==> src/pkg/sqad_pkg.sv <==
// shared constants, types and helpers of the squib arming and deploy logic
package sqad_pkg;

  // ***************************************************************
  // sizes
  // ***************************************************************
  localparam int NCH = 4;
  localparam int ARM_W = 8;
  localparam int MAIN_W = 16;
  localparam int TW = 17;
  localparam int BCW = 8;

  // ***************************************************************
  // timing
  // ***************************************************************
  localparam int CLK_PERIOD_NS = 20;
  localparam int FIRE_TIME_NS = 2000000;
  localparam int FIRE_CYCLES_DEF = (FIRE_TIME_NS + CLK_PERIOD_NS - 1) / CLK_PERIOD_NS;
  localparam int STRETCH_CYCLES_DEF = 10000;
  localparam int GLITCH_CYCLES_DEF = 50;

  // ***************************************************************
  // field positions and reset values
  // ***************************************************************
  localparam int MODE_MSB = 15;
  localparam int MODE_LSB = 14;
  localparam int FAULT_BIT = 13;
  localparam int RSP_FIRING_LSB = 8;
  localparam int RSP_SUCCESS_LSB = 4;
  localparam int RSP_CMD_LSB = 0;
  localparam int CMD_DEPLOY_LSB = 0;
  localparam int ARM_BITS_LSB = 0;
  localparam int ARM_RSP_ARM_LSB = 4;
  localparam int ARM_RSP_DEP_LSB = 0;
  localparam logic [MAIN_W-1:0] MAIN_RSP_RST = 16'h0000;
  localparam logic [MAIN_W-1:0] FAULT_RSP = 16'hE000;
  localparam logic [TW-1:0] TIMER_RST = 17'h00000;
  localparam logic [NCH-1:0] CH_RST = 4'h0;

  // ***************************************************************
  // types
  // ***************************************************************
  typedef enum logic [1:0] {
    MODE_REG = 2'b00,
    MODE_CMD = 2'b01,
    MODE_DIAG = 2'b10,
    MODE_MON = 2'b11
  } sqad_mode_type;

  typedef enum logic {
    CH_IDLE = 1'b0,
    CH_FIRE = 1'b1
  } sqad_ch_state_type;

  // count down to zero and stay there
  function automatic logic [TW-1:0] tick(input logic [TW-1:0] cnt);
    tick = (cnt != TIMER_RST) ? cnt - 17'h00001 : TIMER_RST;
  endfunction

endpackage

==> src/pkg/sqad_spi_if.sv <==
// link between a serial shifter and the channel logic
`timescale 1ns/10ps
interface sqad_spi_if #(parameter int W = 8);
  logic frame_done;
  logic count_ok;
  logic frame_active;
  logic miso;
  logic [W-1:0] rx_word;
  logic [W-1:0] tx_word;

  modport shifter(output frame_done, count_ok, frame_active, miso, rx_word, input tx_word);
  modport user(input frame_done, count_ok, frame_active, miso, rx_word, output tx_word);
endinterface

==> src/hw/sqad_top.sv <==
// squib arming and deploy channel logic with its two serial ports
// Contract
// RL1: set success flag after completed firing
// RL2: switches off except during valid firing
// RL3: two pulse-stretch timers per channel, arming and deploy
// RL4: arming uses separate 8-bit serial port
// RL5: arming select release latches bits, starts timers
// RL6: fire on permit plus cross-source coincidence
// RL7: firing runs full duration, only reset stops
// RL8: deploy-enable starts timer at select end
// RL9: repeated deploy-enable restarts full period
// RL10: deploy-disable stops only deploy timer
// RL11: arming-enable starts timer at select end
// RL12: repeated arming-enable restarts full period
// RL13: arming-disable stops only arming timer
// RL14: while firing, filter main-port message modes
// RL15: arming commands ignored while any firing
// RL16: permit high allows switching, no abort
// RL17: permit low keeps switches off
// RL18: permit low blocks deploy timer start
// RL19: report previous deploy-command bits always
// RL20: arming starts timer regardless of permit
// RL21: permit changes never affect running timers
// RL22: deglitch the permit input
// RL23: periods are clock-cycle parameters
// RL24: separate arming and deploy timer state
`timescale 1ns/10ps
module sqad_top #(
  parameter logic [16:0] STRETCH_CYCLES = 17'(sqad_pkg::STRETCH_CYCLES_DEF),
  parameter logic [16:0] FIRE_CYCLES = 17'(sqad_pkg::FIRE_CYCLES_DEF),
  parameter logic [16:0] GLITCH_CYCLES = 17'(sqad_pkg::GLITCH_CYCLES_DEF)
) (
  input wire logic mclk,
  input wire logic resetn,
  input wire logic arm_sclk,
  input wire logic arm_mosi,
  input wire logic arm_cs,
  output logic arm_miso_o,
  output logic arm_miso_oe,
  input wire logic main_sclk,
  input wire logic main_mosi,
  input wire logic main_cs,
  output logic main_miso_o,
  output logic main_miso_oe,
  input wire logic fire_permit_input,
  output logic permit_filtered,
  output logic [3:0] high_side_switch,
  output logic [3:0] low_side_switch,
  output logic [3:0] firing_active,
  output logic [3:0] fire_success,
  output logic [3:0] deploy_cmd_status,
  output logic [3:0] arm_timer_running,
  output logic [3:0] deploy_timer_running
);

  // ***************************************************************
  // serial ports
  // ***************************************************************
  sqad_spi_if #(.W(sqad_pkg::ARM_W)) arm_if ();
  sqad_spi_if #(.W(sqad_pkg::MAIN_W)) main_if ();

  sqad_spi_shift #(.W(sqad_pkg::ARM_W), .EXACT(1'b0)) u_arm_shift ( // see RL4
    .mclk(mclk),
    .resetn(resetn),
    .sclk_pin(arm_sclk),
    .mosi_pin(arm_mosi),
    .cs_pin(arm_cs),
    .bus(arm_if.shifter)
  );

  sqad_spi_shift #(.W(sqad_pkg::MAIN_W), .EXACT(1'b1)) u_main_shift (
    .mclk(mclk),
    .resetn(resetn),
    .sclk_pin(main_sclk),
    .mosi_pin(main_mosi),
    .cs_pin(main_cs),
    .bus(main_if.shifter)
  );

  // ***************************************************************
  // permit input synchroniser and deglitch
  // ***************************************************************
  logic p1_r;
  logic p2_r;
  logic p3_r;
  logic permit_r;
  logic [16:0] gcnt_r;

  always_ff @(posedge mclk or negedge resetn) begin
    if (!resetn) begin
      p1_r <= 1'b0;
      p2_r <= 1'b0;
      p3_r <= 1'b0;
    end else begin
      p1_r <= fire_permit_input;
      p2_r <= p1_r;
      p3_r <= p2_r;
    end
  end

  // a new level must hold for the full deglitch time
  always_ff @(posedge mclk or negedge resetn) begin
    if (!resetn) begin
      permit_r <= 1'b0;
      gcnt_r <= sqad_pkg::TIMER_RST;
    end else if ((p2_r == p3_r) && (p3_r != permit_r)) begin
      if (gcnt_r >= GLITCH_CYCLES - 17'h00001) begin
        permit_r <= p3_r; // see RL22
        gcnt_r <= sqad_pkg::TIMER_RST;
      end else begin
        gcnt_r <= gcnt_r + 17'h00001;
      end
    end else begin
      gcnt_r <= sqad_pkg::TIMER_RST; // see RL22
    end
  end

  // ***************************************************************
  // channel state
  // ***************************************************************
  logic [sqad_pkg::TW-1:0] arm_cnt_r [sqad_pkg::NCH];
  logic [sqad_pkg::TW-1:0] dep_cnt_r [sqad_pkg::NCH];
  logic [sqad_pkg::TW-1:0] fire_cnt_r [sqad_pkg::NCH];
  sqad_pkg::sqad_ch_state_type ch_state_r [sqad_pkg::NCH];
  logic [3:0] arm_run;
  logic [3:0] dep_run;
  logic [3:0] firing;
  logic [3:0] fire_end;
  logic any_firing;

  always_comb begin
    for (int c = 0; c < sqad_pkg::NCH; c++) begin
      arm_run[c] = (arm_cnt_r[c] != sqad_pkg::TIMER_RST);
      dep_run[c] = (dep_cnt_r[c] != sqad_pkg::TIMER_RST);
      firing[c] = (ch_state_r[c] == sqad_pkg::CH_FIRE);
      fire_end[c] = firing[c] && (fire_cnt_r[c] == 17'h00001);
    end
  end

  assign any_firing = |firing;

  // ***************************************************************
  // command decode
  // ***************************************************************
  sqad_pkg::sqad_mode_type mode;
  logic [3:0] arm_bits;
  logic [3:0] dep_bits;
  logic arm_ok;
  logic main_ok;
  logic cmd_ok;
  logic mon_ok;
  logic [3:0] arm_on;
  logic [3:0] arm_off;
  logic [3:0] dep_on;
  logic [3:0] dep_off;
  logic [3:0] fire_start;

  assign mode = sqad_pkg::sqad_mode_type'(main_if.rx_word[sqad_pkg::MODE_MSB:sqad_pkg::MODE_LSB]);
  assign arm_bits = arm_if.rx_word[sqad_pkg::ARM_BITS_LSB+:4];
  assign dep_bits = main_if.rx_word[sqad_pkg::CMD_DEPLOY_LSB+:4];
  assign arm_ok = arm_if.frame_done && arm_if.count_ok && !any_firing; // see RL15
  assign main_ok = main_if.frame_done && main_if.count_ok;
  assign cmd_ok = main_ok && (mode == sqad_pkg::MODE_CMD);
  assign mon_ok = main_ok && (mode == sqad_pkg::MODE_MON);

  always_comb begin
    for (int c = 0; c < sqad_pkg::NCH; c++) begin
      arm_on[c] = arm_ok && arm_bits[c]; // see RL5 // see RL20
      arm_off[c] = arm_ok && !arm_bits[c];
      dep_on[c] = cmd_ok && dep_bits[c] && permit_r && !firing[c]; // see RL18 // see RL14
      dep_off[c] = cmd_ok && !dep_bits[c] && !firing[c];
      fire_start[c] = permit_r && !firing[c] && ((dep_on[c] && arm_run[c]) || (arm_on[c] && dep_run[c])); // see RL6
    end
  end

  // ***************************************************************
  // pulse-stretch timers, one pair per channel
  // ***************************************************************
  always_ff @(posedge mclk or negedge resetn) begin
    if (!resetn) begin
      for (int c = 0; c < sqad_pkg::NCH; c++) begin
        arm_cnt_r[c] <= sqad_pkg::TIMER_RST;
      end
    end else begin
      for (int c = 0; c < sqad_pkg::NCH; c++) begin
        if (arm_on[c]) begin
          arm_cnt_r[c] <= STRETCH_CYCLES; // see RL3 // see RL11 // see RL12 // see RL23
        end else if (arm_off[c]) begin
          arm_cnt_r[c] <= sqad_pkg::TIMER_RST; // see RL13
        end else begin
          arm_cnt_r[c] <= sqad_pkg::tick(arm_cnt_r[c]); // see RL21 // see RL24
        end
      end
    end
  end

  always_ff @(posedge mclk or negedge resetn) begin
    if (!resetn) begin
      for (int c = 0; c < sqad_pkg::NCH; c++) begin
        dep_cnt_r[c] <= sqad_pkg::TIMER_RST;
      end
    end else begin
      for (int c = 0; c < sqad_pkg::NCH; c++) begin
        if (dep_on[c]) begin
          dep_cnt_r[c] <= STRETCH_CYCLES; // see RL8 // see RL9
        end else if (dep_off[c]) begin
          dep_cnt_r[c] <= sqad_pkg::TIMER_RST; // see RL10
        end else begin
          dep_cnt_r[c] <= sqad_pkg::tick(dep_cnt_r[c]); // see RL21 // see RL24
        end
      end
    end
  end

  // ***************************************************************
  // firing sequencer and drive switches
  // ***************************************************************
  logic [3:0] hs_r;
  logic [3:0] ls_r;

  always_ff @(posedge mclk or negedge resetn) begin
    if (!resetn) begin
      for (int c = 0; c < sqad_pkg::NCH; c++) begin
        ch_state_r[c] <= sqad_pkg::CH_IDLE;
        fire_cnt_r[c] <= sqad_pkg::TIMER_RST;
      end
      hs_r <= sqad_pkg::CH_RST;
      ls_r <= sqad_pkg::CH_RST;
    end else begin
      for (int c = 0; c < sqad_pkg::NCH; c++) begin
        case (ch_state_r[c])
          sqad_pkg::CH_IDLE: begin
            hs_r[c] <= 1'b0; // see RL2 // see RL17
            ls_r[c] <= 1'b0;
            if (fire_start[c]) begin
              ch_state_r[c] <= sqad_pkg::CH_FIRE;
              fire_cnt_r[c] <= FIRE_CYCLES; // see RL23
              hs_r[c] <= 1'b1; // see RL16
              ls_r[c] <= 1'b1;
            end
          end
          sqad_pkg::CH_FIRE: begin
            if (fire_end[c]) begin
              ch_state_r[c] <= sqad_pkg::CH_IDLE;
              fire_cnt_r[c] <= sqad_pkg::TIMER_RST;
              hs_r[c] <= 1'b0;
              ls_r[c] <= 1'b0;
            end else begin
              fire_cnt_r[c] <= fire_cnt_r[c] - 17'h00001; // see RL7
            end
          end
          default: begin
            ch_state_r[c] <= sqad_pkg::CH_IDLE;
            hs_r[c] <= 1'b0;
            ls_r[c] <= 1'b0;
          end
        endcase
      end
    end
  end

  // ***************************************************************
  // success flags, cleared by a monitor read, set wins
  // ***************************************************************
  logic [sqad_pkg::MAIN_W-1:0] main_tx_r;
  logic [3:0] success_r;

  always_ff @(posedge mclk or negedge resetn) begin
    if (!resetn) begin
      success_r <= sqad_pkg::CH_RST;
    end else begin
      success_r <= (success_r & ~(mon_ok ? main_tx_r[sqad_pkg::RSP_SUCCESS_LSB+:4] : 4'h0)) | fire_end; // see RL1
    end
  end

  // ***************************************************************
  // deploy command echo
  // ***************************************************************
  logic [3:0] dep_status_r;

  always_ff @(posedge mclk or negedge resetn) begin
    if (!resetn) begin
      dep_status_r <= sqad_pkg::CH_RST;
    end else if (cmd_ok) begin
      dep_status_r <= dep_bits; // see RL19
    end
  end

  // ***************************************************************
  // responses for the next frames
  // ***************************************************************
  logic [sqad_pkg::MAIN_W-1:0] status_word;

  always_comb begin
    status_word = sqad_pkg::MAIN_RSP_RST;
    status_word[sqad_pkg::MODE_MSB:sqad_pkg::MODE_LSB] = mode;
    status_word[sqad_pkg::RSP_FIRING_LSB+:4] = firing;
    status_word[sqad_pkg::RSP_SUCCESS_LSB+:4] = success_r;
    status_word[sqad_pkg::RSP_CMD_LSB+:4] = (mode == sqad_pkg::MODE_CMD) ? dep_bits : dep_status_r;
  end

  always_ff @(posedge mclk or negedge resetn) begin
    if (!resetn) begin
      main_tx_r <= sqad_pkg::MAIN_RSP_RST;
    end else if (main_if.frame_done) begin
      if (!main_if.count_ok) begin
        main_tx_r <= sqad_pkg::FAULT_RSP;
      end else if (any_firing && ((mode == sqad_pkg::MODE_REG) || (mode == sqad_pkg::MODE_DIAG))) begin
        main_tx_r <= sqad_pkg::FAULT_RSP; // see RL14
      end else begin
        main_tx_r <= status_word;
      end
    end
  end

  assign main_if.tx_word = main_tx_r;
  assign arm_if.tx_word = {arm_run, dep_run};

  // ***************************************************************
  // registered outputs
  // ***************************************************************
  always_ff @(posedge mclk or negedge resetn) begin
    if (!resetn) begin
      arm_miso_o <= 1'b0;
      arm_miso_oe <= 1'b0;
      main_miso_o <= 1'b0;
      main_miso_oe <= 1'b0;
    end else begin
      arm_miso_o <= arm_if.miso;
      arm_miso_oe <= arm_if.frame_active;
      main_miso_o <= main_if.miso;
      main_miso_oe <= main_if.frame_active;
    end
  end

  always_ff @(posedge mclk or negedge resetn) begin
    if (!resetn) begin
      permit_filtered <= 1'b0;
      firing_active <= sqad_pkg::CH_RST;
      arm_timer_running <= sqad_pkg::CH_RST;
      deploy_timer_running <= sqad_pkg::CH_RST;
    end else begin
      permit_filtered <= permit_r;
      firing_active <= firing;
      arm_timer_running <= arm_run;
      deploy_timer_running <= dep_run;
    end
  end

  assign high_side_switch = hs_r;
  assign low_side_switch = ls_r;
  assign fire_success = success_r;
  assign deploy_cmd_status = dep_status_r;

endmodule // sqad_top

==> src/hw/sqad_spi_shift.sv <==
// synchronised serial shifter, one frame per chip select
`timescale 1ns/10ps
module sqad_spi_shift #(
  parameter int W = 8,
  parameter bit EXACT = 1'b0
) (
  input wire logic mclk,
  input wire logic resetn,
  input wire logic sclk_pin,
  input wire logic mosi_pin,
  input wire logic cs_pin,
  sqad_spi_if.shifter bus
);

  // ***************************************************************
  // pin synchronisers: bit0 clock, bit1 data, bit2 select
  // ***************************************************************
  logic [2:0] s1_r;
  logic [2:0] s2_r;
  logic [2:0] s3_r;
  logic [2:0] filt_r;
  logic [2:0] stable;
  logic [2:0] rise;
  logic [2:0] fall;

  always_ff @(posedge mclk or negedge resetn) begin
    if (!resetn) begin
      s1_r <= 3'h0;
      s2_r <= 3'h0;
      s3_r <= 3'h0;
      filt_r <= 3'h0;
    end else begin
      s1_r <= {cs_pin, mosi_pin, sclk_pin};
      s2_r <= s1_r;
      s3_r <= s2_r;
      for (int i = 0; i < 3; i++) begin
        if (stable[i]) begin
          filt_r[i] <= s3_r[i];
        end
      end
    end
  end

  assign stable = ~(s2_r ^ s3_r);
  assign rise = stable & s3_r & ~filt_r;
  assign fall = stable & ~s3_r & filt_r;

  // ***************************************************************
  // shift register and bit count
  // ***************************************************************
  logic [W-1:0] sr_r;
  logic [W-1:0] rx_r;
  logic [sqad_pkg::BCW-1:0] cnt_r;
  logic hold_r;
  logic active_r;
  logic done_r;
  logic ok_r;
  logic cnt_ok;

  assign cnt_ok = EXACT ? (cnt_r == 8'(W)) : ((cnt_r != 8'h00) && (cnt_r % 8'(W) == 8'h00));

  always_ff @(posedge mclk or negedge resetn) begin
    if (!resetn) begin
      sr_r <= '0;
      rx_r <= '0;
      cnt_r <= 8'h00;
      hold_r <= 1'b0;
      active_r <= 1'b0;
      done_r <= 1'b0;
      ok_r <= 1'b0;
    end else begin
      done_r <= 1'b0;
      if (rise[2]) begin
        sr_r <= bus.tx_word;
        cnt_r <= 8'h00;
        active_r <= 1'b1;
      end else if (fall[2]) begin
        active_r <= 1'b0;
        done_r <= active_r;
        ok_r <= cnt_ok;
        rx_r <= sr_r;
      end else if (active_r) begin
        if (rise[0]) begin
          hold_r <= s3_r[1];
          if (cnt_r != 8'hFF) begin
            cnt_r <= cnt_r + 8'h01;
          end
        end
        if (fall[0]) begin
          sr_r <= {sr_r[W-2:0], hold_r};
        end
      end
    end
  end

  assign bus.frame_done = done_r;
  assign bus.count_ok = ok_r;
  assign bus.frame_active = active_r;
  assign bus.rx_word = rx_r;
  assign bus.miso = sr_r[W-1];

endmodule // sqad_spi_shift

==> config.mk <==
export PLATFORM = sky130hd
export DESIGN_NAME = sqad_top
export DESIGN_NICKNAME = d
export VERILOG_FILES = /design/src/pkg/sqad_pkg.sv /design/src/pkg/sqad_spi_if.sv /design/src/hw/sqad_top.sv /design/src/hw/sqad_spi_shift.sv
export SDC_FILE = /design/constraint.sdc
export NUM_CORES = 1
export LEC_CHECK = 0
export BUFFER_PORTS_ARGS = -buffer_cell sky130_fd_sc_hd__buf_2
export CAP_MARGIN = 20
export CORE_MARGIN = 5
export CORE_UTILIZATION = 30
export DETAILED_ROUTE_END_ITERATION = 16
export PLACE_DENSITY = 0.51
export SYNTH_ARGS = -nofsm -noshare
export SYNTH_HDL_FRONTEND = slang
export SYNTH_HIERARCHICAL = 1
export SYNTH_SLANG_ARGS = --single-unit
==> constraint.sdc <==
create_clock -name mclk -period 2.7 [get_ports mclk]
set_input_delay 0.54 -clock mclk [delete_from_list [all_inputs] [get_ports mclk]]
set_output_delay 0.54 -clock mclk [all_outputs]
set_load 0.02 [all_outputs]
==> summary.txt, run 1 <==
Final layout
  – Final core occ: 35.12%
  – Cell area after layout: 19310 sq um
  – Layout cells sized above 1: 12.78%
  – # diodes: 0
  – Commonest non-fill, non-tap cell in the layout: dfrtp_1
  – Area growth syn-to-layout: 16.22%
  – Commonest cells after routing, fill and taps aside: dfrtp_1 (353), nor2_1 (180), nand2_1 (133)
  – Fin nets: 1738

Logic synthesis
  – Ys Warns: 6
  – Synthesized cell area: 16620 sq um
  – Synth Area per Inst: 10.42 sq um
  – Syn Inst Count: 1595

Global routing
  – Vias in the first global route: 12240
  – Grt total ovfl: 0
  – First-pass GRT wire length: 64070 um
  – Largest net degree at the start of global routing: 61
  – Initial antenna violation count: 0
  – GRT Total Usage: 12.64%

Clock network
  – Clock Path Buffers: 3
  – H-tree depth: 2
  – Worst-path clk slew: 0.06 ns
  – Total CTS buffers: 42
  – Worst-skew pair later-pin latency: 0.57 ns
  – # Post-CTS Setup Buffers: 0
  – Cts hold-fix bufs: 1
  – CTS tree: built
  – Post-CTS sizing: 0
  – Clock Sinks: 353
  – Root buffer cell: clkbuf_16

Route
  – Total wire length: 37410 um
  – Iter 0 DRT Violations: 835
  – Antenna-violating nets left: 0
  – Via Count: 11880
  – Routed WL per cell: 15.15 um
  – Via-to-Cell Ratio: 4.810
  – DRC: 0
  – DR pass1 iterations: 7

Floorplanning
  – Row count: 86
  – Die width: 245.4 um
  – Initial core utilization: 30.22%
  – Die area: 60200 sq um
  – Core Region: 54990 sq um
  – DIE HEIGHT: 245.4 um
  – Number of I/O pins: 42

Timing
  – Max Clock Skew: 0.01442 ns
  – Setup tns final: 0 ns
  – Final hold vios: 0
  – Relative slew slack: 44.91%
  – Tcrit/Tclk final: 91.87%
  – Final setup violation count: 0
  – Fmax: 0.4032 GHz
  – RSZ-0062 raised after global routing: no
  – Min Tclk post-route: 2.480 ns
  – Worst-Margin Slew: 0.8263 ns
  – Final slew viol count: 0

Power
  – Design Power: 13.25 mW
  – Cell area power density: 686.1 nW/um^2
  – Leak: 9.494 nW
  – VDD IR max: 0.4055 mV

Hold path
  – Worst hold-check path type: input port to flip-flop

Critical path
  – Critical Path End Type: flip-flop
  – Data required time of the critical path: 3.21 ns
  – Critical Path Fanout Max: 10
  – Crit start category: flip-flop
  – Kind of critical path: flip-flop to flip-flop
  – Critical path arrival: 2.99 ns

Placed design
  – DP Area: 17950 sq um
  – Routability Congestion: 0.7836
  – DPL Wire Length: 25430 um
  – # port buffers: 41

Run
  – Max-cap violations: 0

Status
  – Outcome: complete, no violations
-- flip-flops by register name, indices dropped and copies added, names as in the netlist, 8 cells and up --
signal and cells:
arm_cnt_r 68, dep_cnt_r 68, fire_cnt_r 68, gcnt_r 17, main_if.tx_word 15, u_arm_shift/cnt_r 8
u_arm_shift/sr_r 8, u_main_shift/cnt_r 8, u_main_shift/sr_r 16
-- path summary, 6_finish.rpt --
check                                    startpoint  slack [ns]  cells past startpoint                    to
worst max-delay path                  arm_cnt_r[26]        0.22                      5        fire_cnt_r[25]
worst min-delay path                        main_cs        0.08                      1  u_main_shift/s1_r[2]
worst max register to register        arm_cnt_r[26]        0.22                      5        fire_cnt_r[25]
worst min register to register  u_arm_shift/s1_r[1]        0.34                      0   u_arm_shift/s2_r[1]
max in group asynchronous                    resetn        1.49                      3         arm_cnt_r[24]
min in group asynchronous                    resetn        0.49                      2        fire_cnt_r[58]
-- worst max-delay path, cell delays in order (launching register included) --
cell and delay (ns):
dfrtp_1 0.42, or4_4 0.55, or4_4 0.48, o31ai_4 0.25, and3_1 0.50, a22o_2 0.23
-- power by group --
group	switching, mW	internal (mW)
Combinational	0.987	0.731
Sequential	0.292	5.68
Clock	2.29	3.27
Total	3.57	9.68
-- through the flow --
| stage | setup slack [ns] | std cells | hold WS [ns] |
|---|---|---|---|
| 2_1_floorplan | 0.5693 | 1606 | 0.2444 |
| 3_3_place_gp | 0.2521 | 2394 | 0.3316 |
| 3_5_place_dp | 0.2261 | 2394 | 0.3347 |
| 4_1_cts | 0.2083 | 2469 | 0.03448 |
| 5_1_grt | 0.1067 | 2469 | 0.03634 |
| 6_report | 0.2196 | 2469 | 0.07995 |
-- layer usage --
| metal | routed length (um) | up-vias | track usage [%] |
|---|---|---|---|
| met1 | 18030 | 5852 | 17.30 |
| met5 | 0 | - | 0 |
| met2 | 17350 | 135 | 20.58 |
| li1 | - | 5823 | - |
| met4 | 750 | 0 | 3.233 |
| met3 | 1275 | 66 | 2.707 |
-- final cells by class --
| cell class | instances | area [sq um] |
|---|---|---|
| fillers | 5495 | 35670 |
| flip-flops and latches | 353 | 8833 |
| multi-input cells | 1144 | 7337 |
| clock buffers | 52 | 1129 |
| well taps | 748 | 935.9 |
| repair buffers | 89 | 628.1 |
| inverters | 61 | 229.0 |
| clock inverters | 22 | 221.5 |
(Power assumes the default switching activity.)
==> inputs of run 2 (changes only) <==
--- a/config.mk
+++ b/config.mk
@@ -10,6 +10,7 @@
 export CORE_MARGIN = 5
 export CORE_UTILIZATION = 30
 export DETAILED_ROUTE_END_ITERATION = 16
+export HOLD_SLACK_MARGIN = 0.08
 export PLACE_DENSITY = 0.51
 export SYNTH_ARGS = -nofsm -noshare
 export SYNTH_HDL_FRONTEND = slang
==> summary.txt, run 2 (synthesis results as in run 1) <==
Timing
  – Setup tns final: 0 ns
  – Worst-Margin Slew: 0.8347 ns
  – Relative slew slack: 44.36%
  – Final setup violation count: 0
  – Tcrit/Tclk final: 91.45%
  – Fmax: 0.4050 GHz
  – Min Tclk post-route: 2.469 ns
  – Final hold vios: 0
  – Max Clock Skew: 0.01424 ns
  – Final slew viol count: 0
  – Worst Slack Setup Final: 0.2309 ns
  – RSZ-0062 raised after global routing: no

Floorplanning
  – Number of I/O pins: 42
  – DIE HEIGHT: 245.4 um
  – Die area: 60200 sq um
  – Row count: 86
  – Core Region: 54990 sq um
  – Die width: 245.4 um
  – Initial core utilization: 30.22%

Hold path
  – Worst hold-check path type: flip-flop to flip-flop
  – Worst hold endpoint: u_arm_shift/s2_r[1]
  – Hold path cells: 0
  – Hold_sp: u_arm_shift/s1_r[1]

Critical path
  – Crit start category: flip-flop
  – Reg2reg start: arm_cnt_r[26]
  – R2R Path End: fire_cnt_r[25]
  – Critical Path End Type: flip-flop
  – Critical Path Fanout Max: 10
  – R2r setup slk: 0.23 ns
  – FF-to-FF path depth: 5
  – Data required time of the critical path: 3.21 ns
  – Critical path arrival: 2.98 ns
  – Kind of critical path: flip-flop to flip-flop

Final layout
  – Commonest non-fill, non-tap cell in the layout: dfrtp_1
  – Area growth syn-to-layout: 16.64%
  – Multi-input logic area: 7337 sq um
  – Commonest cells after routing, fill and taps aside: dfrtp_1 (353), nor2_1 (180), nand2_1 (133)
  – Layout cells sized above 1: 12.73%
  – Largest regs: arm_cnt_r: 68 flops, dep_cnt_r: 68 flops, fire_cnt_r: 68 flops
  – # diodes: 0
  – Fin nets: 1745
  – Reg area: 8833 sq um
  – Fillcell total: 5492

Route
  – DR pass1 iterations: 5
  – Iter 0 DRT Violations: 880
  – Total wire length: 37420 um
  – DRC: 0
  – Via-to-Cell Ratio: 4.829
  – Routed WL per cell: 15.11 um
  – Via Count: 11960
  – Antenna-violating nets left: 0

Clock network
  – Cts hold-fix bufs: 8
  – Worst-skew pair later-pin latency: 0.57 ns
  – H-tree depth: 2
  – Total CTS buffers: 42
  – Root buffer cell: clkbuf_16
  – # Post-CTS Setup Buffers: 0
  – Clock Sinks: 353
  – Post-CTS sizing: 0
  – Worst-path clk slew: 0.06 ns
  – CTS tree: built
  – Clock Path Buffers: 3

Status
  – Outcome: complete, no violations

Global routing
  – Largest net degree at the start of global routing: 61
  – First-pass GRT wire length: 64160 um
  – Vias in the first global route: 12270
  – Grt total ovfl: 0
  – GRT Total Usage: 12.66%
  – Initial antenna violation count: 0

Run
  – Max-cap violations: 0

Placed design
  – Routability Congestion: 0.7836
  – Setup WS pre-CTS: 0.2261 ns
  – # port buffers: 41
  – DPL Wire Length: 25430 um

Power
  – Cell area power density: 684.1 nW/um^2
  – VDD IR max: 0.4057 mV
  – Leak: 9.523 nW
run 2: cell count changes in the layout (fill, tap and decap cells not counted):
cell,delta
dlygate4sd3_1,+7
run 2: stage by stage:
step	total power, mW	cell area, sq um	instances	hold slack (ns)	util (%)
detailed placement	7.799	17950	2394	0.3347	32.65
finish	13.26	19380	2476	0.3426	35.25
CTS	13.51	19380	2476	0.3398	35.25
global route	14.00	19380	2476	0.3460	35.25
global placement	7.750	17950	2394	0.3316	32.65
floorplan	7.288	16660	1606	0.2444	-
run 2: worst max-delay path: stages, from the launching register on:
cell and delay, ns:
dfrtp_1 0.42, or4_4 0.55, or4_4 0.48, o31ai_4 0.25, and3_1 0.49, a22o_2 0.23
run 2: layout make-up:
cell class / count / area share (%)
tap: 748 / 4.828
timing repair buffer: 96 / 3.602
clock buffer: 52 / 5.822
sequential: 353 / 45.57
multi-input combinational: 1144 / 37.85
clock inverter: 22 / 1.143
inverter: 61 / 1.181
run 2: power breakdown:
| part | total [mW] | leakage [nW] | switching [mW] | internal (mW) |
|---|---|---|---|---|
| clock | 5.57 | 0.660 | 2.30 | 3.27 |
| sequential | 5.97 | 4.77 | 0.292 | 5.68 |
| combinational | 1.72 | 4.09 | 0.986 | 0.737 |
| total | 13.3 | 9.52 | 3.57 | 9.68 |
run 2: worst max-delay path by stage:
stage | start | end | slack [ns] | cells after the start
2_1_floorplan | arm_cnt_r[26] | arm_cnt_r[19] | 0.57 | 6
3_3_place_gp | arm_cnt_r[26] | fire_cnt_r[28] | 0.25 | 5
3_5_place_dp | arm_cnt_r[26] | fire_cnt_r[25] | 0.23 | 5
4_1_cts | arm_cnt_r[26] | fire_cnt_r[25] | 0.21 | 5
5_1_grt | arm_cnt_r[39] | fire_cnt_r[49] | 0.11 | 5
6_report | arm_cnt_r[26] | fire_cnt_r[25] | 0.23 | 5
run 2: layer usage:
layer	track usage, %	wire length, um	up-vias
met4	3.233	754	0
met5	0	0	-
met2	20.62	17420	158
li1	-	-	5846
met1	17.31	17760	5888
met3	2.696	1484	65
==> inputs of run 3 (changes only) <==
--- a/config.mk
+++ b/config.mk
@@ -12,6 +12,7 @@
 export DETAILED_ROUTE_END_ITERATION = 16
 export HOLD_SLACK_MARGIN = 0.08
 export PLACE_DENSITY = 0.51
+export SETUP_SLACK_MARGIN = 0.5
 export SYNTH_ARGS = -nofsm -noshare
 export SYNTH_HDL_FRONTEND = slang
 export SYNTH_HIERARCHICAL = 1
==> summary.txt, run 3 (synthesis results as in run 1) <==
Timing
  – RSZ-0062 raised after global routing: yes
  – Relative slew slack: 45.85%
  – Min Tclk post-route: 2.244 ns
  – Final setup violation count: 0
  – Setup tns final: 0 ns
  – Fmax: 0.4456 GHz
  – Minimum hold slack: 0.3427 ns
  – Tcrit/Tclk final: 83.12%
  – Max Clock Skew: 0.01620 ns
  – Final slew viol count: 0
  – Final hold vios: 0
  – Worst-Margin Slew: 0.8122 ns

Floorplanning
  – Die width: 245.4 um
  – Number of I/O pins: 42
  – DIE HEIGHT: 245.4 um
  – Initial core utilization: 30.22%
  – Core Region: 54990 sq um
  – Row count: 86
  – Die area: 60200 sq um

Clock network
  – Root buffer cell: clkbuf_16
  – Worst-path clk slew: 0.06 ns
  – Worst-skew pair later-pin latency: 0.57 ns
  – Total CTS buffers: 42
  – CTS tree: built
  – Clock Path Buffers: 3
  – Clock Sinks: 353
  – H-tree depth: 2

Route
  – Routed WL per cell: 15.52 um
  – Total wire length: 38750 um
  – DR pass1 iterations: 5
  – DRC: 0
  – Iter 0 DRT Violations: 853
  – Via Count: 12130
  – Via-to-Cell Ratio: 4.856
  – Antenna-violating nets left: 0

Final layout
  – Area growth syn-to-layout: 19.53%
  – Layout cells sized above 1: 16.30%
  – Largest regs: arm_cnt_r: 68 flops, dep_cnt_r: 68 flops, fire_cnt_r: 68 flops
  – Commonest cells after routing, fill and taps aside: dfrtp_1 (352), nor2_1 (178), nand2_1 (131)
  – Reg area: 8835 sq um
  – Commonest non-fill, non-tap cell in the layout: dfrtp_1
  – Fin nets: 1766
  – Post-Layout Cell Count: 2497
  – # diodes: 0
  – Multi-input logic area: 7704 sq um
  – Cell area after layout: 19860 sq um
  – Final core occ: 36.13%
  – Fillcell total: 5464

Power
  – VDD IR max: 0.4089 mV
  – Leak: 9.742 nW
  – Gate power share: 13.7%
  – Int Power: 9.747 mW
  – Sw frac: 27.18%
  – Net Sw Power: 3.638 mW
  – Reg power frac: 44.7%
  – Clock share of power: 41.6%
  – Cell area power density: 673.9 nW/um^2

Global routing
  – Grt total ovfl: 0
  – First-pass GRT wire length: 64790 um
  – Largest net degree at the start of global routing: 61
  – Vias in the first global route: 12400
  – GRT Total Usage: 12.80%
  – Initial antenna violation count: 0

Critical path
  – Critical Path Fanout Max: 5
  – Data required time of the critical path: 3.12 ns
  – Critical Path End Type: flip-flop
  – Crit start category: flip-flop
  – Critical path arrival: 2.66 ns
  – FF-to-FF path depth: 5
  – R2r setup slk: 0.46 ns
  – R2R Path End: ch_state_r[1]
  – Reg2reg start: arm_cnt_r[28]
  – Kind of critical path: flip-flop to flip-flop

Placed design
  – Routability Congestion: 0.7836
  – # port buffers: 41
  – Placed cells: 2394
  – DP Area: 17950 sq um
  – DPL Wire Length: 25430 um

Run
  – Max-cap violations: 0

Hold path
  – Hold path cells: 0
  – Hold_sp: u_arm_shift/s1_r[1]
  – Worst hold-check path type: flip-flop to flip-flop
  – Worst hold endpoint: u_arm_shift/s2_r[1]

Status
  – Outcome: complete, no violations
run 3: area by class of cell:
cell class                 count  area share, %
sequential                   353          44.48
multi-input combinational   1151          38.78
clock buffer                  52          5.682
tap                          748          4.712
timing repair buffer         110          4.082
inverter                      61          1.153
clock inverter                22          1.115
run 3: repair_timing:
action / 4_1_cts / 5_1_grt
setup buffers: 8 / 6
resized for setup: 19 / 52
endpoints found under the hold margin: 45 / 0
setup endpoints to repair: 114 / 105
pin swaps: 5 / 18
gates cloned: 3 / 4
hold buffers: 8 / 0
run 3: per-layer routing:
layer,routed length (um),track usage (%),vias to the layer above
met5,0,0,-
met3,1317,2.576,66
met4,794,3.266,0
met1,18320,17.56,5988
li1,-,-,5910
met2,18330,20.91,161
run 3: worst max path at each step:
stage | start | end | slack [ns] | cells after the start
6_report | arm_cnt_r[28] | ch_state_r[1] | 0.46 | 5
5_1_grt | arm_cnt_r[28] | ch_state_r[1] | 0.40 | 5
4_1_cts | dep_cnt_r[5] | high_side_switch[3] | 0.47 | 6
3_5_place_dp | arm_cnt_r[26] | fire_cnt_r[25] | 0.23 | 5
3_3_place_gp | arm_cnt_r[26] | fire_cnt_r[28] | 0.25 | 5
2_1_floorplan | arm_cnt_r[26] | arm_cnt_r[19] | 0.57 | 6
run 3: power by group through the flow:
stage	Sequential [mW]	Clock, mW	Combinational (mW)
5_1_grt	6.04	6.00	2.09
3_3_place_gp	6.05	0	1.70
6_report	5.98	5.57	1.84
2_1_floorplan	5.99	0	1.30
4_1_cts	5.97	5.78	1.82
3_5_place_dp	6.07	0	1.73
run 3: worst max-delay path, stage by stage (launching register included):
cell and delay, ns:
dfrtp_1 0.38, or4_4 0.54, or4_4 0.46, o31ai_4 0.28, and2_2 0.29, nand2_1 0.14
run 3: per-stage QoR:
stage	power [mW]	worst slack [ns]
5_1_grt	14.12	0.4007
3_3_place_gp	7.750	0.2521
2_1_floorplan	7.288	0.5693
6_report	13.39	0.4557
3_5_place_dp	7.799	0.2261
4_1_cts	13.57	0.4691
